File: src/rtl/cbpm_pkg.sv
package cbpm_pkg;
    // power_state_field encodings
    localparam logic [1:0] PS_D0 = 2'h0;
    localparam logic [1:0] PS_D1 = 2'h1;
    localparam logic [1:0] PS_D2 = 2'h2;
    localparam logic [1:0] PS_D3 = 2'h3;
    localparam logic [1:0] PS_RESET = 2'h0;
    localparam int CCLK_DIV = 2;
    localparam logic VCC_OFF = 1'b0;
    localparam logic [1:0] VSEL_OFF = 2'h0;
    typedef enum logic [1:0] {
        CBPM_D0_UNINIT,
        CBPM_ACTIVE,
        CBPM_D3_HOT,
        CBPM_D3_COLD
    } cbpm_state_t;
endpackage : cbpm_pkg

File: src/rtl/cbpm_if.sv
`timescale 1ns/100ps
interface cbpm_if;
    logic cfg_wr;
    logic [1:0] cfg_ps;
    logic cfg_en_wr;
    logic cfg_en;
    logic flag_clr;
    logic card_removed;
    logic wake_req;
    logic wake_flag;
    logic wake_en;
    modport ctl (input cfg_wr, input cfg_ps, input cfg_en_wr, input cfg_en, input flag_clr,
        input card_removed, input wake_req, output wake_flag, output wake_en);
    modport top (output cfg_wr, output cfg_ps, output cfg_en_wr, output cfg_en, output flag_clr,
        output card_removed, output wake_req, input wake_flag, input wake_en);
endinterface : cbpm_if

File: src/rtl/cbpm_seq.sv
`timescale 1ns/100ps
module cbpm_seq (
    input wire logic clk_sys_i,
    input wire logic resetn_i,
    input wire logic cfg_ps_wr_i,
    input wire logic [1:0] cfg_ps_i,
    input wire logic cfg_en_wr_i,
    input wire logic cfg_en_i,
    input wire logic flag_clr_i,
    input wire logic cyc_valid_i,
    input wire logic cyc_type0_cfg_i,
    input wire logic cyc_own_func_i,
    input wire logic aux_power_i,
    input wire logic main_power_lost_i,
    input wire logic card_present_i,
    input wire logic card_wake_i,
    input wire logic card_int_i,
    input wire logic sock_event_i,
    input wire logic vcc_wr_i,
    input wire logic [1:0] vcc_sel_i,
    input wire logic func_reset_i,
    output logic cclk_o,
    output logic crst_n_o,
    output logic cyc_claim_o,
    output logic int_o,
    output logic pme_n_o,
    output logic [1:0] vcc_sel_o,
    output logic [1:0] power_state_field_o,
    output logic wake_event_enable_o,
    output logic wake_event_flag_o,
    output logic card_removed_o,
    output logic context_valid_o
);
    cbpm_if w ();
    cbpm_wake u_wake (
        .clk_sys_i(clk_sys_i),
        .resetn_i(resetn_i),
        .w(w)
    );

    cbpm_pkg::cbpm_state_t state_q;
    logic [1:0] ps_q;
    logic present_q;
    logic removed_q;
    logic [1:0] vsel_q;
    logic div_q;
    logic in_d3;
    logic low_pwr;

    function automatic logic is_d3(input cbpm_pkg::cbpm_state_t s);
        return (s == cbpm_pkg::CBPM_D3_HOT) || (s == cbpm_pkg::CBPM_D3_COLD);
    endfunction : is_d3

    assign in_d3 = is_d3(state_q);
    assign low_pwr = in_d3 || (ps_q != cbpm_pkg::PS_D0);

    // power state sequencing
    always_ff @(posedge clk_sys_i)
    begin
        if (!resetn_i)
        begin
            state_q <= cbpm_pkg::CBPM_D0_UNINIT;
            ps_q <= cbpm_pkg::PS_RESET;
        end
        else
        begin
            case (state_q)
                cbpm_pkg::CBPM_D0_UNINIT, cbpm_pkg::CBPM_ACTIVE:
                begin
                    if (cfg_ps_wr_i)
                    begin
                        ps_q <= cfg_ps_i;
                        if (cfg_ps_i == cbpm_pkg::PS_D3)
                            state_q <= cbpm_pkg::CBPM_D3_HOT;
                        else
                            state_q <= cbpm_pkg::CBPM_ACTIVE;
                    end
                end
                cbpm_pkg::CBPM_D3_HOT:
                begin
                    if (main_power_lost_i && aux_power_i)
                        state_q <= cbpm_pkg::CBPM_D3_COLD;
                    else if (cfg_ps_wr_i && cfg_ps_i == cbpm_pkg::PS_D0)
                    begin
                        state_q <= cbpm_pkg::CBPM_D0_UNINIT;
                        ps_q <= cbpm_pkg::PS_D0;
                    end
                end
                default:
                    state_q <= cbpm_pkg::CBPM_D3_COLD;
            endcase
        end
    end

    // card presence and removal detect, active in all states
    always_ff @(posedge clk_sys_i)
    begin
        if (!resetn_i)
        begin
            present_q <= 1'b0;
            removed_q <= 1'b0;
        end
        else
        begin
            present_q <= card_present_i;
            removed_q <= present_q && !card_present_i;
        end
    end

    // socket supply: frozen in D3 except on removal, which turns it off in any low-power state
    always_ff @(posedge clk_sys_i)
    begin
        if (!resetn_i)
            vsel_q <= cbpm_pkg::VSEL_OFF;
        else if (removed_q && low_pwr)
            vsel_q <= cbpm_pkg::VSEL_OFF;
        else if (vcc_wr_i && !in_d3)
            vsel_q <= vcc_sel_i;
    end

    // socket clock divider, stopped low in D3
    always_ff @(posedge clk_sys_i)
    begin
        if (!resetn_i || in_d3)
            div_q <= 1'b0;
        else
            div_q <= !div_q;
    end

    always_ff @(posedge clk_sys_i)
    begin
        if (!resetn_i)
        begin
            cclk_o <= 1'b0;
            crst_n_o <= 1'b0;
        end
        else
        begin
            cclk_o <= div_q && !in_d3;
            crst_n_o <= !in_d3 && !func_reset_i;
        end
    end

    // cycle claim decode
    always_ff @(posedge clk_sys_i)
    begin
        if (!resetn_i)
            cyc_claim_o <= 1'b0;
        else if (state_q == cbpm_pkg::CBPM_D3_COLD)
            cyc_claim_o <= 1'b0;
        else if (state_q == cbpm_pkg::CBPM_D3_HOT)
            cyc_claim_o <= cyc_valid_i && cyc_type0_cfg_i && cyc_own_func_i;
        else
            cyc_claim_o <= cyc_valid_i;
    end

    // interrupts only outside D3
    always_ff @(posedge clk_sys_i)
    begin
        if (!resetn_i)
            int_o <= 1'b0;
        else
            int_o <= !in_d3 && (card_int_i || sock_event_i);
    end

    // wake context
    assign w.cfg_wr = cfg_ps_wr_i;
    assign w.cfg_ps = cfg_ps_i;
    assign w.cfg_en_wr = cfg_en_wr_i;
    assign w.cfg_en = cfg_en_i;
    assign w.flag_clr = flag_clr_i;
    assign w.card_removed = removed_q;
    assign w.wake_req = w.wake_en && low_pwr && (card_wake_i || removed_q);

    always_ff @(posedge clk_sys_i)
    begin
        if (!resetn_i)
        begin
            pme_n_o <= 1'b1;
            wake_event_enable_o <= 1'b0;
            wake_event_flag_o <= 1'b0;
            power_state_field_o <= cbpm_pkg::PS_RESET;
            vcc_sel_o <= cbpm_pkg::VSEL_OFF;
            card_removed_o <= 1'b0;
            context_valid_o <= 1'b0;
        end
        else
        begin
            pme_n_o <= !(w.wake_flag && w.wake_en);
            wake_event_enable_o <= w.wake_en;
            wake_event_flag_o <= w.wake_flag;
            power_state_field_o <= ps_q;
            vcc_sel_o <= vsel_q;
            card_removed_o <= removed_q;
            context_valid_o <= !in_d3;
        end
    end
endmodule : cbpm_seq

File: src/rtl/cbpm_wake.sv
`timescale 1ns/100ps
// wake-event context: enable and sticky flag, kept across D3
module cbpm_wake (
    input wire logic clk_sys_i,
    input wire logic resetn_i,
    cbpm_if.ctl w
);
    logic en_q;
    logic flag_q;

    always_ff @(posedge clk_sys_i)
    begin
        if (!resetn_i)
            en_q <= 1'b0;
        else if (w.cfg_en_wr)
            en_q <= w.cfg_en;
    end

    // set wins over clear
    always_ff @(posedge clk_sys_i)
    begin
        if (!resetn_i)
            flag_q <= 1'b0;
        else if (w.wake_req)
            flag_q <= 1'b1;
        else if (w.flag_clr)
            flag_q <= 1'b0;
    end

    assign w.wake_flag = flag_q;
    assign w.wake_en = en_q;
endmodule : cbpm_wake

File: config.mk
export PLATFORM = sky130hd
export DESIGN_NAME = cbpm_seq
export DESIGN_NICKNAME = d
export VERILOG_FILES = /design/src/rtl/cbpm_pkg.sv /design/src/rtl/cbpm_if.sv /design/src/rtl/cbpm_seq.sv /design/src/rtl/cbpm_wake.sv
export SDC_FILE = /design/constraint.sdc
export NUM_CORES = 1
export LEC_CHECK = 0
export ABC_AREA = 1
export BUFFER_PORTS_ARGS = -buffer_cell sky130_fd_sc_hd__clkbuf_2
export CAP_MARGIN = 20
export CORE_MARGIN = 1.5
export CORE_UTILIZATION = 48
export CTS_CLUSTER_DIAMETER = 120
export DETAILED_ROUTE_END_ITERATION = 7
export PLACE_DENSITY_LB_ADDON = 0.3
export RECOVER_POWER = 50
export SLEW_MARGIN = 20
export SYNTH_ARGS = -nofsm -noshare
export SYNTH_HDL_FRONTEND = slang
export SYNTH_SLANG_ARGS = --single-unit
File: constraint.sdc
create_clock -name clk_sys_i -period 2.8 [get_ports clk_sys_i]
set_clock_uncertainty 0.15 [all_clocks]
set_input_delay 0.28 -clock clk_sys_i [delete_from_list [all_inputs] [get_ports clk_sys_i]]
set_output_delay 0.28 -clock clk_sys_i [all_outputs]
set_load 0.02 [all_outputs]
Yosys cells after proc, flatten, opt, wreduce, memory -nomap -nowiden --
Index checks and enable logic that the tools add are counted.
Storage, ports and cells: register bits 24, bits in latches 0, memory bits (writable) 0, ROM bits 0, bits of input ports 21, word-level logic and storage cells 73, memories kept 0
Cells by class: add/subtract/negate cells 0, multiply operators 0, div/mod/pow operators 0, $lt $le $gt $ge 0, equal/unequal tests 8, shift operators 0, mux-type cells 11, bitwise logic cells 1, reduce and logical (&&, ||, !) cells 34
Operators by type and width (count):
- 1-bit logical AND | 13
- 2-bit 2-to-1 mux | 6
- 2-bit one-hot mux with 2 select lines | 2
- 2-bit == test (second input constant) | 3
- 1-bit zero test | 6
- 2-bit nonzero test | 3
- 2-bit OR reduction | 3
- 1-bit logical OR | 5
- 2-bit zero test | 2
- 2-bit inequality test (second input constant) | 2
- 4-bit AND reduction | 1
- 1-bit 2-to-1 mux | 3
- 3-bit by 1-bit inequality test with 1-bit output (second input constant) | 1
- 2-bit by 1-bit == test with 1-bit output (second input constant) | 1
- 2-bit by 1-bit inequality test with 1-bit output (second input constant) | 1
- 2-bit AND reduction | 1
- 1-bit NOT | 1

Longest topological paths before layout --
Gate-level depths: netlist (run 1).
depth after elaboration 6, mapped depth 7, mapped depth without buffers 7

Modules after synthesis --
A second synthesis (run 1) with hierarchy kept.
Second synthesis, totals: cells, all modules 109, area total of the unflattened synthesis 839.6 um^2
By module, submodules not included:
- cbpm_seq | times used 1, cells an instance 98, area each 759.5 um^2
- cbpm_wake | times used 1, cells an instance 11, area each 80.1 um^2

Worst setup path after synthesis (run 1) --
OpenSTA, ideal clock, no wires.
path type reg-to-reg, from reg state_q[1], to reg state_q[0], arrival 0.828 ns, required time 2.535 ns, setup slack 1.707 ns, stages on the path, launching flop included 6, clock period less this slack 1.093 ns, path through dfxtp_1 -> nand2_2 -> nor2_1 -> nand2_1 -> a21oi_1 -> nor2_1
On the way: word-level cells in the longest chain between the ends 4, elaborated cells between the ends (all ways) 8, classes of those cells eq/ne (4); mux (1); reduce/logical (3)
RTL lines:
- start, declared | RTL line cbpm_seq.sv:41 | cbpm_pkg::cbpm_state_t state_q;
- start signal, assigned | RTL line cbpm_seq.sv:62 | state_q <= cbpm_pkg::CBPM_D0_UNINIT;
- start signal, assigned | RTL line cbpm_seq.sv:74 | state_q <= cbpm_pkg::CBPM_D3_HOT;
- start signal, assigned | RTL line cbpm_seq.sv:76 | state_q <= cbpm_pkg::CBPM_ACTIVE;
- 2-bit by 1-bit == test with 1-bit output or 2-bit zero test (tied branches) | RTL line cbpm_seq.sv:67 | case (state_q)
- 2-bit OR reduction | RTL line cbpm_seq.sv:67
- 2-bit inequality test (no source line)
- 2-bit AND reduction (no source line)
Parallel ways exist; a longest one is shown, timed or not. A chain may end at the register's enable or synchronous reset.

Worst setup path after layout (run 1) --
from reg state_q[1], to reg state_q[1]
The elaborated chain is that of the path after synthesis.

==> impl_metrics.json, run 1 <==
{
  "gp_congestion": 0.869,
  "holdCritPathClass": "input pin to register",
  "rsz0062_at_grt": "no",
  "start_util_pct": 52.9,
  "cts_buffers": 3,
  "hold_viol": 0,
  "synth_area_per_cell_um2": 8.08,
  "p_sw_share_pct": 23.4,
  "ys.flop_type": "dfxtp_1",
  "startpoint_type": "register",
  "fmax_ghz": 0.770,
  "htree_levels": 1,
  "min_period_ns": 1.30,
  "r2r_end": "state_q[1]",
  "viasPerCell": 4.94,
  "syn_area_um2": 825,
  "die_w_um": 44.4,
  "clk_latency_ns": 0.31,
  "final_antenna_net_count": 0,
  "synth.distinct_cells": 14,
  "via_count": 776,
  "p_sw_w": 0.000165,
  "post-route-period-util_pct": 46.4,
  "outcome": "finished with violations",
  "critPathMaxFanout": 9,
  "netlist_instances": 102,
  "cp.arrival_ns": 1.40,
  "yosys.area_share.simple_pct": 24.0,
  "power.total_w": 0.000706,
  "yosys-top-cells-area": "dfxtp_1 (58%), nand2_1 (12%), inv_1 (7.3%), nand3_1 (4.9%), nor2_1 (4.6%)",
  "peakVddDrop_uv": 506,
  "synth_warnings": 0,
  "synth_common_cells": "nand2_1 (26), dfxtp_1 (24), inv_1 (16)",
  "antenna_cells": 0,
  "dpl_cell_area_um2": 996,
  "setup_tns_ns": 0,
  "totalWireLength_um": 1650,
  "hold-worst-slack_ns": 0.00591,
  "grt_start_max_net_pins": 16,
  "clock_path_buffers": 2,
  "power_frac_comb_pct": 12.2,
  "worstRegToRegCells": 4,
  "synth_edf_count": 0,
  "synth_compound_area_share_pct": 8.35,
  "post-synth-top-count-cell": "nand2_1",
  "power_leakage_nw": 0.596,
  "async_flop_share_pct": 0,
  "grt_pass1_wl_um": 2900,
  "maxSlewHeadroom_pct": 80.9,
  "grt.overflow.total": 0,
  "drc": 3,
  "ys_ff_latch": 24,
  "critPathKind": "register to register",
  "cellPowerDensity_nw_per_um2": 656,
  "fin_nets": 163,
  "setup_viol": 0,
  "areaGrowthSynthToFinish_pct": 30.5,
  "pwr-share-seq_pct": 52.6,
  "cts_sinks": 24,
  "worst_slew_pin_slew_ns": 0.287,
  "first_pass_iters": 6,
  "tritoncts": "yes",
  "row_count": 14,
  "r2r_slack_ns": 1.50,
  "die_area_um2": 1980,
  "cts_resized": 0,
  "p_clk_share_pct": 35.1,
  "critical_path.endpoint": "state_q[1]",
  "r2r-start": "state_q[1]",
  "worst_setup_path_startpoint": "state_q[1]",
  "netlist.area_leader.share_pct": 58.3,
  "dp_hpwl_um": 1210,
  "end_kind": "register",
  "maxCapViolCount": 0,
  "cts_root_buf": "clkbuf_4",
  "core_um2": 1560,
  "antenna_found_initial": 0,
  "ys_seq_area_share_pct": 58.3,
  "wire_per_inst_um": 10.5,
  "drive_gt1_share_pct": 26.2,
  "synth_top_family_by_area": "simple AND/OR/NAND/NOR gates",
  "drt_iter0_drc": 17,
  "synthAdderAreaFrac_pct": 0,
  "design_area_um2": 1080,
  "muxShareOfSynthArea_pct": 0,
  "syn_nets": 123,
  "cts_setup_buffers": 0,
  "clk_pin_slew_ns": 0.14,
  "synth_top_area_cell": "dfxtp_1",
  "die_h_um": 44.4,
  "grt_util_all_layers_pct": 20.3,
  "p_int_w": 0.000541,
  "finalMaxSlewViolations": 0,
  "first_global_vias": 733,
  "synth-xor-area-share_pct": 0,
  "pin_count": 34,
  "port-buffer-count": 33,
  "violations": "DRC",
  "crit_required_ns": 2.90
}
[state kept, by name, indices dropped and copies added, names as in the netlist]
register / cells
power_state_field_o: 2
ps_q: 2
state_q: 2
vcc_sel_o: 2
vsel_q: 2
card_removed_o: 1
cclk_o: 1
context_valid_o: 1
crst_n_o: 1
cyc_claim_o: 1
div_q: 1
int_o: 1
pme_n_o: 1
present_q: 1
removed_q: 1
u_wake.w.wake_en: 1
u_wake.w.wake_flag: 1
wake_event_enable_o: 1
wake_event_flag_o: 1
[power groups by stage]
stage,sequential (W),combinational (W),clock [W]
floorplan,0.000390,0.0000395,0
global placement,0.000378,0.0000802,0
global route,0.000374,0.0000963,0.000261
detailed placement,0.000379,0.0000825,0
CTS,0.000372,0.0000864,0.000250
finish,0.000371,0.0000864,0.000248
[metal layers]
layer / vias to the layer above / routed length, um / global-route usage (%)
met4: 0 / 10 / 9.09
met5: - / 0 / 0
met3: 2 / 96 / 4.90
li1: 395 / - / -
met1: 347 / 720 / 21.9
met2: 32 / 825 / 37.1
[placed cells by master (no fill, tap or decap)]
master         count
a21oi_1            6
nand2_2            1
nor2_1            10
nand3_2            1
o211ai_1           1
bufinv_16          1
clkbuf_1           2
clkbuf_2          31
nand3_1            8
o22ai_1            1
nand2_1           26
nand4_1            1
dfxtp_1           24
o21ai_0            5
dlygate4sd3_1      3
clkbuf_4           3
inv_1             17
[kinds of logic after synthesis]
kind of cell,Yosys count
and+or+nand+nor,47
buffers and inverters,18
DFF,24
AOI/OAI and AO/OA,13
[worst max-delay path, stage by stage (launching register included)]
cell and delay (ns):
dfxtp_1 0.45, inv_1 0.19, o21ai_0 0.15, nand3_1 0.12
a21oi_1 0.17
[worst min-delay path by stage]
stage	from	end	slack [ns]	cells after the start
3_5_place_dp	u_wake.w.wake_flag	pme_n_o	0.22	1
5_1_grt	cyc_valid_i	cyc_claim_o	0.002	3
4_1_cts	flag_clr_i	u_wake.w.wake_flag	0.005	2
3_3_place_gp	u_wake.w.wake_flag	pme_n_o	0.22	1
6_report	cyc_valid_i	cyc_claim_o	0.006	3
2_1_floorplan	card_present_i	removed_q	0.20	1
[area by class of cell]
| class | count | area (um^2) |
|---|---|---|
| inverter | 17 | 63.8 |
| clock buffer | 3 | 22.5 |
| fill | 127 | 483 |
| multi-input combinational | 60 | 267 |
| sequential | 24 | 480 |
| clock inverter | 1 | 30.0 |
| timing repair buffer | 36 | 193 |
| tap | 16 | 20.0 |
[through the flow]
step                      util, %  worst slack, ns  cells
after detailed placement     63.9             1.58    150
after global routing         69.0             1.32    157
after floorplan                 -             1.71    102
final                        69.0             1.50    157
after global placement       63.9             1.59    150
after CTS                    69.2             1.54    157
[repair_timing]
item / 4_1_cts / 5_1_grt
setup endpoints to repair: 0 / 0
endpoints found under the hold margin: 3 / 0
hold buffers: 3 / 0
(Power assumes the default switching activity.)
==> inputs of run 2 (changes only) <==
--- a/config.mk
+++ b/config.mk
@@ -9,7 +9,7 @@
 export BUFFER_PORTS_ARGS = -buffer_cell sky130_fd_sc_hd__clkbuf_2
 export CAP_MARGIN = 20
 export CORE_MARGIN = 1.5
-export CORE_UTILIZATION = 48
+export CORE_UTILIZATION = 45
 export CTS_CLUSTER_DIAMETER = 120
 export DETAILED_ROUTE_END_ITERATION = 7
 export PLACE_DENSITY_LB_ADDON = 0.3
==> constraint.sdc (replaced) <==
create_clock -name clk_sys_i -period 1.2 [get_ports clk_sys_i]
set_clock_uncertainty 0.15 [all_clocks]
set_input_delay 0.12 -clock clk_sys_i [delete_from_list [all_inputs] [get_ports clk_sys_i]]
set_output_delay 0.12 -clock clk_sys_i [all_outputs]
set_load 0.02 [all_outputs]
==> impl_metrics.json, run 2 (synthesis gave the netlist of run 1 again) <==
{
  "die_h_um": 45.8,
  "critPathKind": "register to register",
  "crit_required_ns": 1.26,
  "start_util_pct": 47.8,
  "fmax_ghz": 0.890,
  "setup_tns_ns": 0,
  "final_antenna_net_count": 0,
  "row_count": 15,
  "critPathMaxFanout": 4,
  "worst_slew_pin_slew_ns": 0.287,
  "dpl_cell_area_um2": 1010,
  "hold_viol": 0,
  "design_area_um2": 1210,
  "cellPowerDensity_nw_per_um2": 1190,
  "top_layer_used": "met4",
  "dp_hpwl_um": 1170,
  "post-route-period-util_pct": 93.6,
  "startpoint_type": "register",
  "p_sw_w": 0.000370,
  "routed-wl-met3_um": 115,
  "grt_start_max_net_pins": 16,
  "p_clk_share_pct": 23.0,
  "cp.arrival_ns": 1.18,
  "setup_viol": 0,
  "r2r_end": "state_q[0]",
  "grt_pass1_wl_um": 3060,
  "r2r-start": "state_q[0]",
  "antenna_found_initial": 0,
  "clk_latency_ns": 0.30,
  "r2r_slack_ns": 0.08,
  "power.total_w": 0.00144,
  "wire_per_inst_um": 10.5,
  "viasPerCell": 4.70,
  "totalWireLength_um": 1860,
  "cts_buffers": 3,
  "power_leakage_nw": 0.641,
  "place_ws_ns": 0.00716,
  "critical_path.endpoint": "state_q[0]",
  "pwr-share-seq_pct": 60.2,
  "rsz0062_at_grt": "no",
  "drt-met1-wl_um": 727,
  "cts_sinks": 24,
  "clk_pin_slew_ns": 0.12,
  "htree_levels": 1,
  "hold-worst-slack_ns": 0.0484,
  "p_sw_share_pct": 25.6,
  "grt_util_all_layers_pct": 20.3,
  "finalMaxSlewViolations": 0,
  "end_kind": "register",
  "wl_met2_um": 991,
  "power_frac_comb_pct": 16.8,
  "via_count": 837,
  "fin_nets": 176,
  "worstRegToRegCells": 6,
  "layout_common_cells": "clkbuf_2 (30), nand2_1 (26), dfxtp_1 (22), dlygate4sd3_1 (17), inv_1 (13)",
  "timing.final.ws_setup_ns": 0.0762,
  "antenna_cells": 0,
  "first_global_vias": 771,
  "areaGrowthSynthToFinish_pct": 47.2,
  "drc": 0,
  "die_area_um2": 2100,
  "holdCritPathClass": "input pin to register",
  "maxCapViolCount": 0,
  "clock_path_buffers": 2,
  "drt_iter0_drc": 31,
  "drive_gt1_share_pct": 28.8,
  "peakVddDrop_uv": 795,
  "tritoncts": "yes",
  "cts_root_buf": "clkbuf_4",
  "die_w_um": 45.8,
  "gp_congestion": 0.788,
  "core_um2": 1730,
  "pin_count": 34,
  "maxSlewHeadroom_pct": 80.9,
  "port-buffer-count": 33,
  "first_pass_iters": 4,
  "grt.overflow.total": 0,
  "cts_setup_buffers": 0,
  "min_period_ns": 1.12,
  "worst_setup_path_startpoint": "state_q[0]",
  "outcome": "complete, no violations",
  "final_common_cell": "clkbuf_2",
  "p_int_w": 0.00107
}
-- run 2: per-layer routing --
metal  global-route usage [%]  up-vias
li1                         -      420
met1                     22.7      381
met2                     35.8       32
met3                     5.56        4
met4                     8.57        0
met5                        0        -
-- run 2: through the flow --
| stage | util (%) | std cells |
|---|---|---|
| detailed placement | 58.8 | 160 |
| global placement | 58.8 | 160 |
| floorplan | - | 102 |
| CTS | 70.0 | 180 |
| finish | 70.3 | 178 |
| global route | 70.3 | 178 |
-- run 2: timing repair --
| item | CTS | global route |
|---|---|---|
| hold endpoints to repair | 11 | 0 |
| setup endpoints to repair | 2 | 3 |
| gates resized for setup | 1 | 9 |
| hold buffers | 17 | 0 |
-- run 2: worst max-delay path, cell delays in order, from the launching register on --
cell     delay, ns
dfxtp_2       0.35
inv_2         0.08
nand2_2       0.06
nor2_1        0.10
nand2_1       0.09
a21oi_1       0.14
nor2_1        0.06
-- run 2: worst min-delay path by stage --
| stage | startpoint | endpoint | slack, ns | cells past startpoint |
|---|---|---|---|---|
| 2_1_floorplan | card_present_i | removed_q | 0.04 | 1 |
| 3_3_place_gp | func_reset_i | crst_n_o | 0.13 | 2 |
| 3_5_place_dp | func_reset_i | crst_n_o | 0.13 | 2 |
| 4_1_cts | resetn_i | present_q | 0.04 | 3 |
| 5_1_grt | resetn_i | cyc_claim_o | 0.07 | 3 |
| 6_report | resetn_i | cyc_claim_o | 0.05 | 3 |
-- run 2: power groups by stage --
stage	Combinational, W	Clock (W)	Sequential [W]
2_1_floorplan	0.0000921	0	0.000909
4_1_cts	0.000238	0.000343	0.000868
3_3_place_gp	0.000190	0	0.000883
5_1_grt	0.000273	0.000377	0.000876
6_report	0.000243	0.000332	0.000870
3_5_place_dp	0.000194	0	0.000885
-- run 2: cell type report --
| cell class | count | area (um^2) |
|---|---|---|
| Timing Repair Buffer | 49 | 332 |
| Tap cell | 25 | 31.3 |
| Multi-Input combinational cell | 60 | 277 |
| Clock buffer | 3 | 22.5 |
| Sequential cell | 24 | 485 |
| Fill cell | 162 | 513 |
| Inverter | 17 | 66.3 |
==> inputs of run 3 (changes only) <==
--- a/config.mk
+++ b/config.mk
@@ -13,8 +13,9 @@
 export CTS_CLUSTER_DIAMETER = 120
 export DETAILED_ROUTE_END_ITERATION = 7
 export PLACE_DENSITY_LB_ADDON = 0.3
-export RECOVER_POWER = 50
+export RECOVER_POWER = 25
 export SLEW_MARGIN = 20
 export SYNTH_ARGS = -nofsm -noshare
 export SYNTH_HDL_FRONTEND = slang
+export SYNTH_HIERARCHICAL = 1
 export SYNTH_SLANG_ARGS = --single-unit
==> impl_metrics.json, run 3 <==
{
  "synth_top_area_cell": "dfxtp_1",
  "antenna_cells": 0,
  "clock_path_buffers": 2,
  "synth_warnings": 6,
  "maxSlewHeadroom_pct": 85.9,
  "pin_count": 34,
  "totalWireLength_um": 2070,
  "synth.distinct_cells": 11,
  "crit_chain": "dlygate4sd3_1, clkbuf_2, inv_1, nand2_1, nand3_1, a21oi_1",
  "fmax_ghz": 0.863,
  "worst_slew_pin_slew_ns": 0.210,
  "power_leakage_nw": 0.695,
  "startpoint_type": "input pin",
  "areaGrowthSynthToFinish_pct": 55.9,
  "synth_common_cells": "nand2_1 (28), dfxtp_1 (24), inv_1 (21)",
  "port-buffer-count": 33,
  "critPathTopFamily": "buffers and inverters",
  "final_common_cell": "clkbuf_2",
  "holdCritPathClass": "input pin to register",
  "cts_sinks": 24,
  "outcome": "complete, no violations",
  "post-synth-top-count-cell": "nand2_1",
  "antenna_found_initial": 0,
  "fillCellCount": 136,
  "core_um2": 1750,
  "layout_common_cells": "clkbuf_2 (31), nand2_1 (26), dfxtp_1 (22), dlygate4sd3_1 (18), inv_1 (17)",
  "peakVddDrop_uv": 930,
  "netlist.area_leader.share_pct": 57.2,
  "seq_area_um2": 485,
  "post-route-period-util_pct": 96.5,
  "power.total_w": 0.00171,
  "syn_area_um2": 840,
  "drive_gt1_share_pct": 32.3,
  "grt.overflow.total": 0,
  "first_pass_iters": 6,
  "viasPerCell": 4.57,
  "via_count": 863,
  "final_antenna_net_count": 0,
  "wire_per_inst_um": 11.0,
  "ys_ff_latch": 24,
  "power_frac_comb_pct": 16.1,
  "gp_congestion": 0.847,
  "dp_hpwl_um": 1190,
  "tritoncts": "yes",
  "synth_edf_count": 0,
  "min_period_ns": 1.16,
  "clk_latency_ns": 0.30,
  "ys.flop_type": "dfxtp_1",
  "cpPeakStageDelay_ns": 0.54,
  "async_flop_share_pct": 0,
  "yosys-top-cells-area": "dfxtp_1 (57%), nand2_1 (13%), inv_1 (9.4%), nand3_1 (6.6%), nor2_1 (5.4%)",
  "grt_pass1_wl_um": 3140,
  "finalMaxSlewViolations": 0,
  "place_inst": 167,
  "htree_levels": 1,
  "cp_slowest_cell": "dlygate4sd3_1",
  "critPathKind": "input pin to register",
  "p_sw_w": 0.000399,
  "die_area_um2": 2130,
  "syn_nets": 130,
  "cellPowerDensity_nw_per_um2": 1310,
  "grt_util_all_layers_pct": 20.3,
  "fin_nets": 186,
  "row_count": 15,
  "hold_viol": 0,
  "die_h_um": 46.2,
  "grt_start_max_net_pins": 15,
  "first_global_vias": 807,
  "start_util_pct": 48.1,
  "p_int_w": 0.00131,
  "drc": 0,
  "die_w_um": 46.2,
  "cts_root_buf": "clkbuf_4",
  "cp_num_buf_inv": 3,
  "netlist_instances": 109,
  "drt_iter0_drc": 10,
  "cts_buffers": 3,
  "ys_seq_area_share_pct": 57.2,
  "critPathMaxFanout": 4,
  "end_kind": "register",
  "p_clk_share_pct": 32.9,
  "synth_area_per_cell_um2": 7.70,
  "pwr-share-seq_pct": 51.0,
  "rsz0062_at_grt": "yes",
  "stdcell_count": 189,
  "clk_pin_slew_ns": 0.13,
  "cp.arrival_ns": 1.25,
  "maxCapViolCount": 0,
  "p_sw_share_pct": 23.3,
  "multi_input_area_um2": 303,
  "setup_viol": 0,
  "crit_required_ns": 1.29
}
## run 3: power by group through the flow
stage	registers [W]	clock network, W	logic, W
after global placement	0.000882	0	0.000191
after floorplan	0.000908	0	0.0000913
after detailed placement	0.000884	0	0.000194
after global routing	0.000877	0.000618	0.000302
after CTS	0.000867	0.000568	0.000241
final	0.000873	0.000563	0.000275
## run 3: metrics by stage
step,utilization (%),setup slack [ns],setup TNS [ns],hold slack (ns),cell area (um^2)
after floorplan,-,0.134,0,0.0415,840
after detailed placement,59.1,0.00933,0,0.128,1030
after global routing,75.0,-0.0284,-0.0284,0.00227,1310
final,75.0,0.0415,0,0.0102,1310
after CTS,72.5,0.0267,0,0.00640,1270
after global placement,59.1,0.0354,0,0.126,1030
## run 3: cell families (layout without fill, tap and decap cells)
| logic type | after synthesis | after routing | share of synthesized area [%] |
|---|---|---|---|
| buffers and inverters | 22 | 77 | 10.7 |
| AND/OR/NAND/NOR | 52 | 52 | 25.0 |
| AO/OA/AOI/OAI | 11 | 11 | 7.00 |
| flip-flops | 24 | 24 | 57.2 |
## run 3: cell type report
type / instances / share of cell area (%)
Tap cell: 25 / 2.39
Sequential cell: 24 / 37.1
Timing Repair Buffer: 52 / 27.3
Clock inverter: 1 / 2.29
Inverter: 21 / 6.02
Clock buffer: 3 / 1.72
Multi-Input combinational cell: 63 / 23.1
## run 3: worst register-to-register path: cells and delay by family (launching register included)
kind             cells  cell delay (ns)
AO/OA/AOI/OAI        1             0.14
flip-flops           1             0.43
AND/OR/NAND/NOR      4             0.33
## run 3: repair_timing
item,4_1_cts,5_1_grt
endpoints found under the hold margin,14,0
hold buffers,18,0
resized for setup,1,16
setup endpoints to repair,3,8
pin swaps,0,3
buffers inserted,0,2
## run 3: final timing paths
check	startpoint	endpoint	slack, ns	depth (start not counted)
max reg2reg	state_q[1]	state_q[0]	0.06	5
max	cfg_ps_wr_i	state_q[1]	0.04	6
min	resetn_i	vsel_q[1]	0.01	3
min reg2reg	present_q	removed_q	0.28	2
## run 3: metal layers
metal | GRT usage (%) | routed length (um) | up-vias
met2 | 35.0 | 1100 | 29
met3 | 3.53 | 97 | 2
met5 | 0 | 0 | -
met1 | 25.1 | 859 | 390
li1 | - | - | 442
met4 | 6.86 | 14 | 0
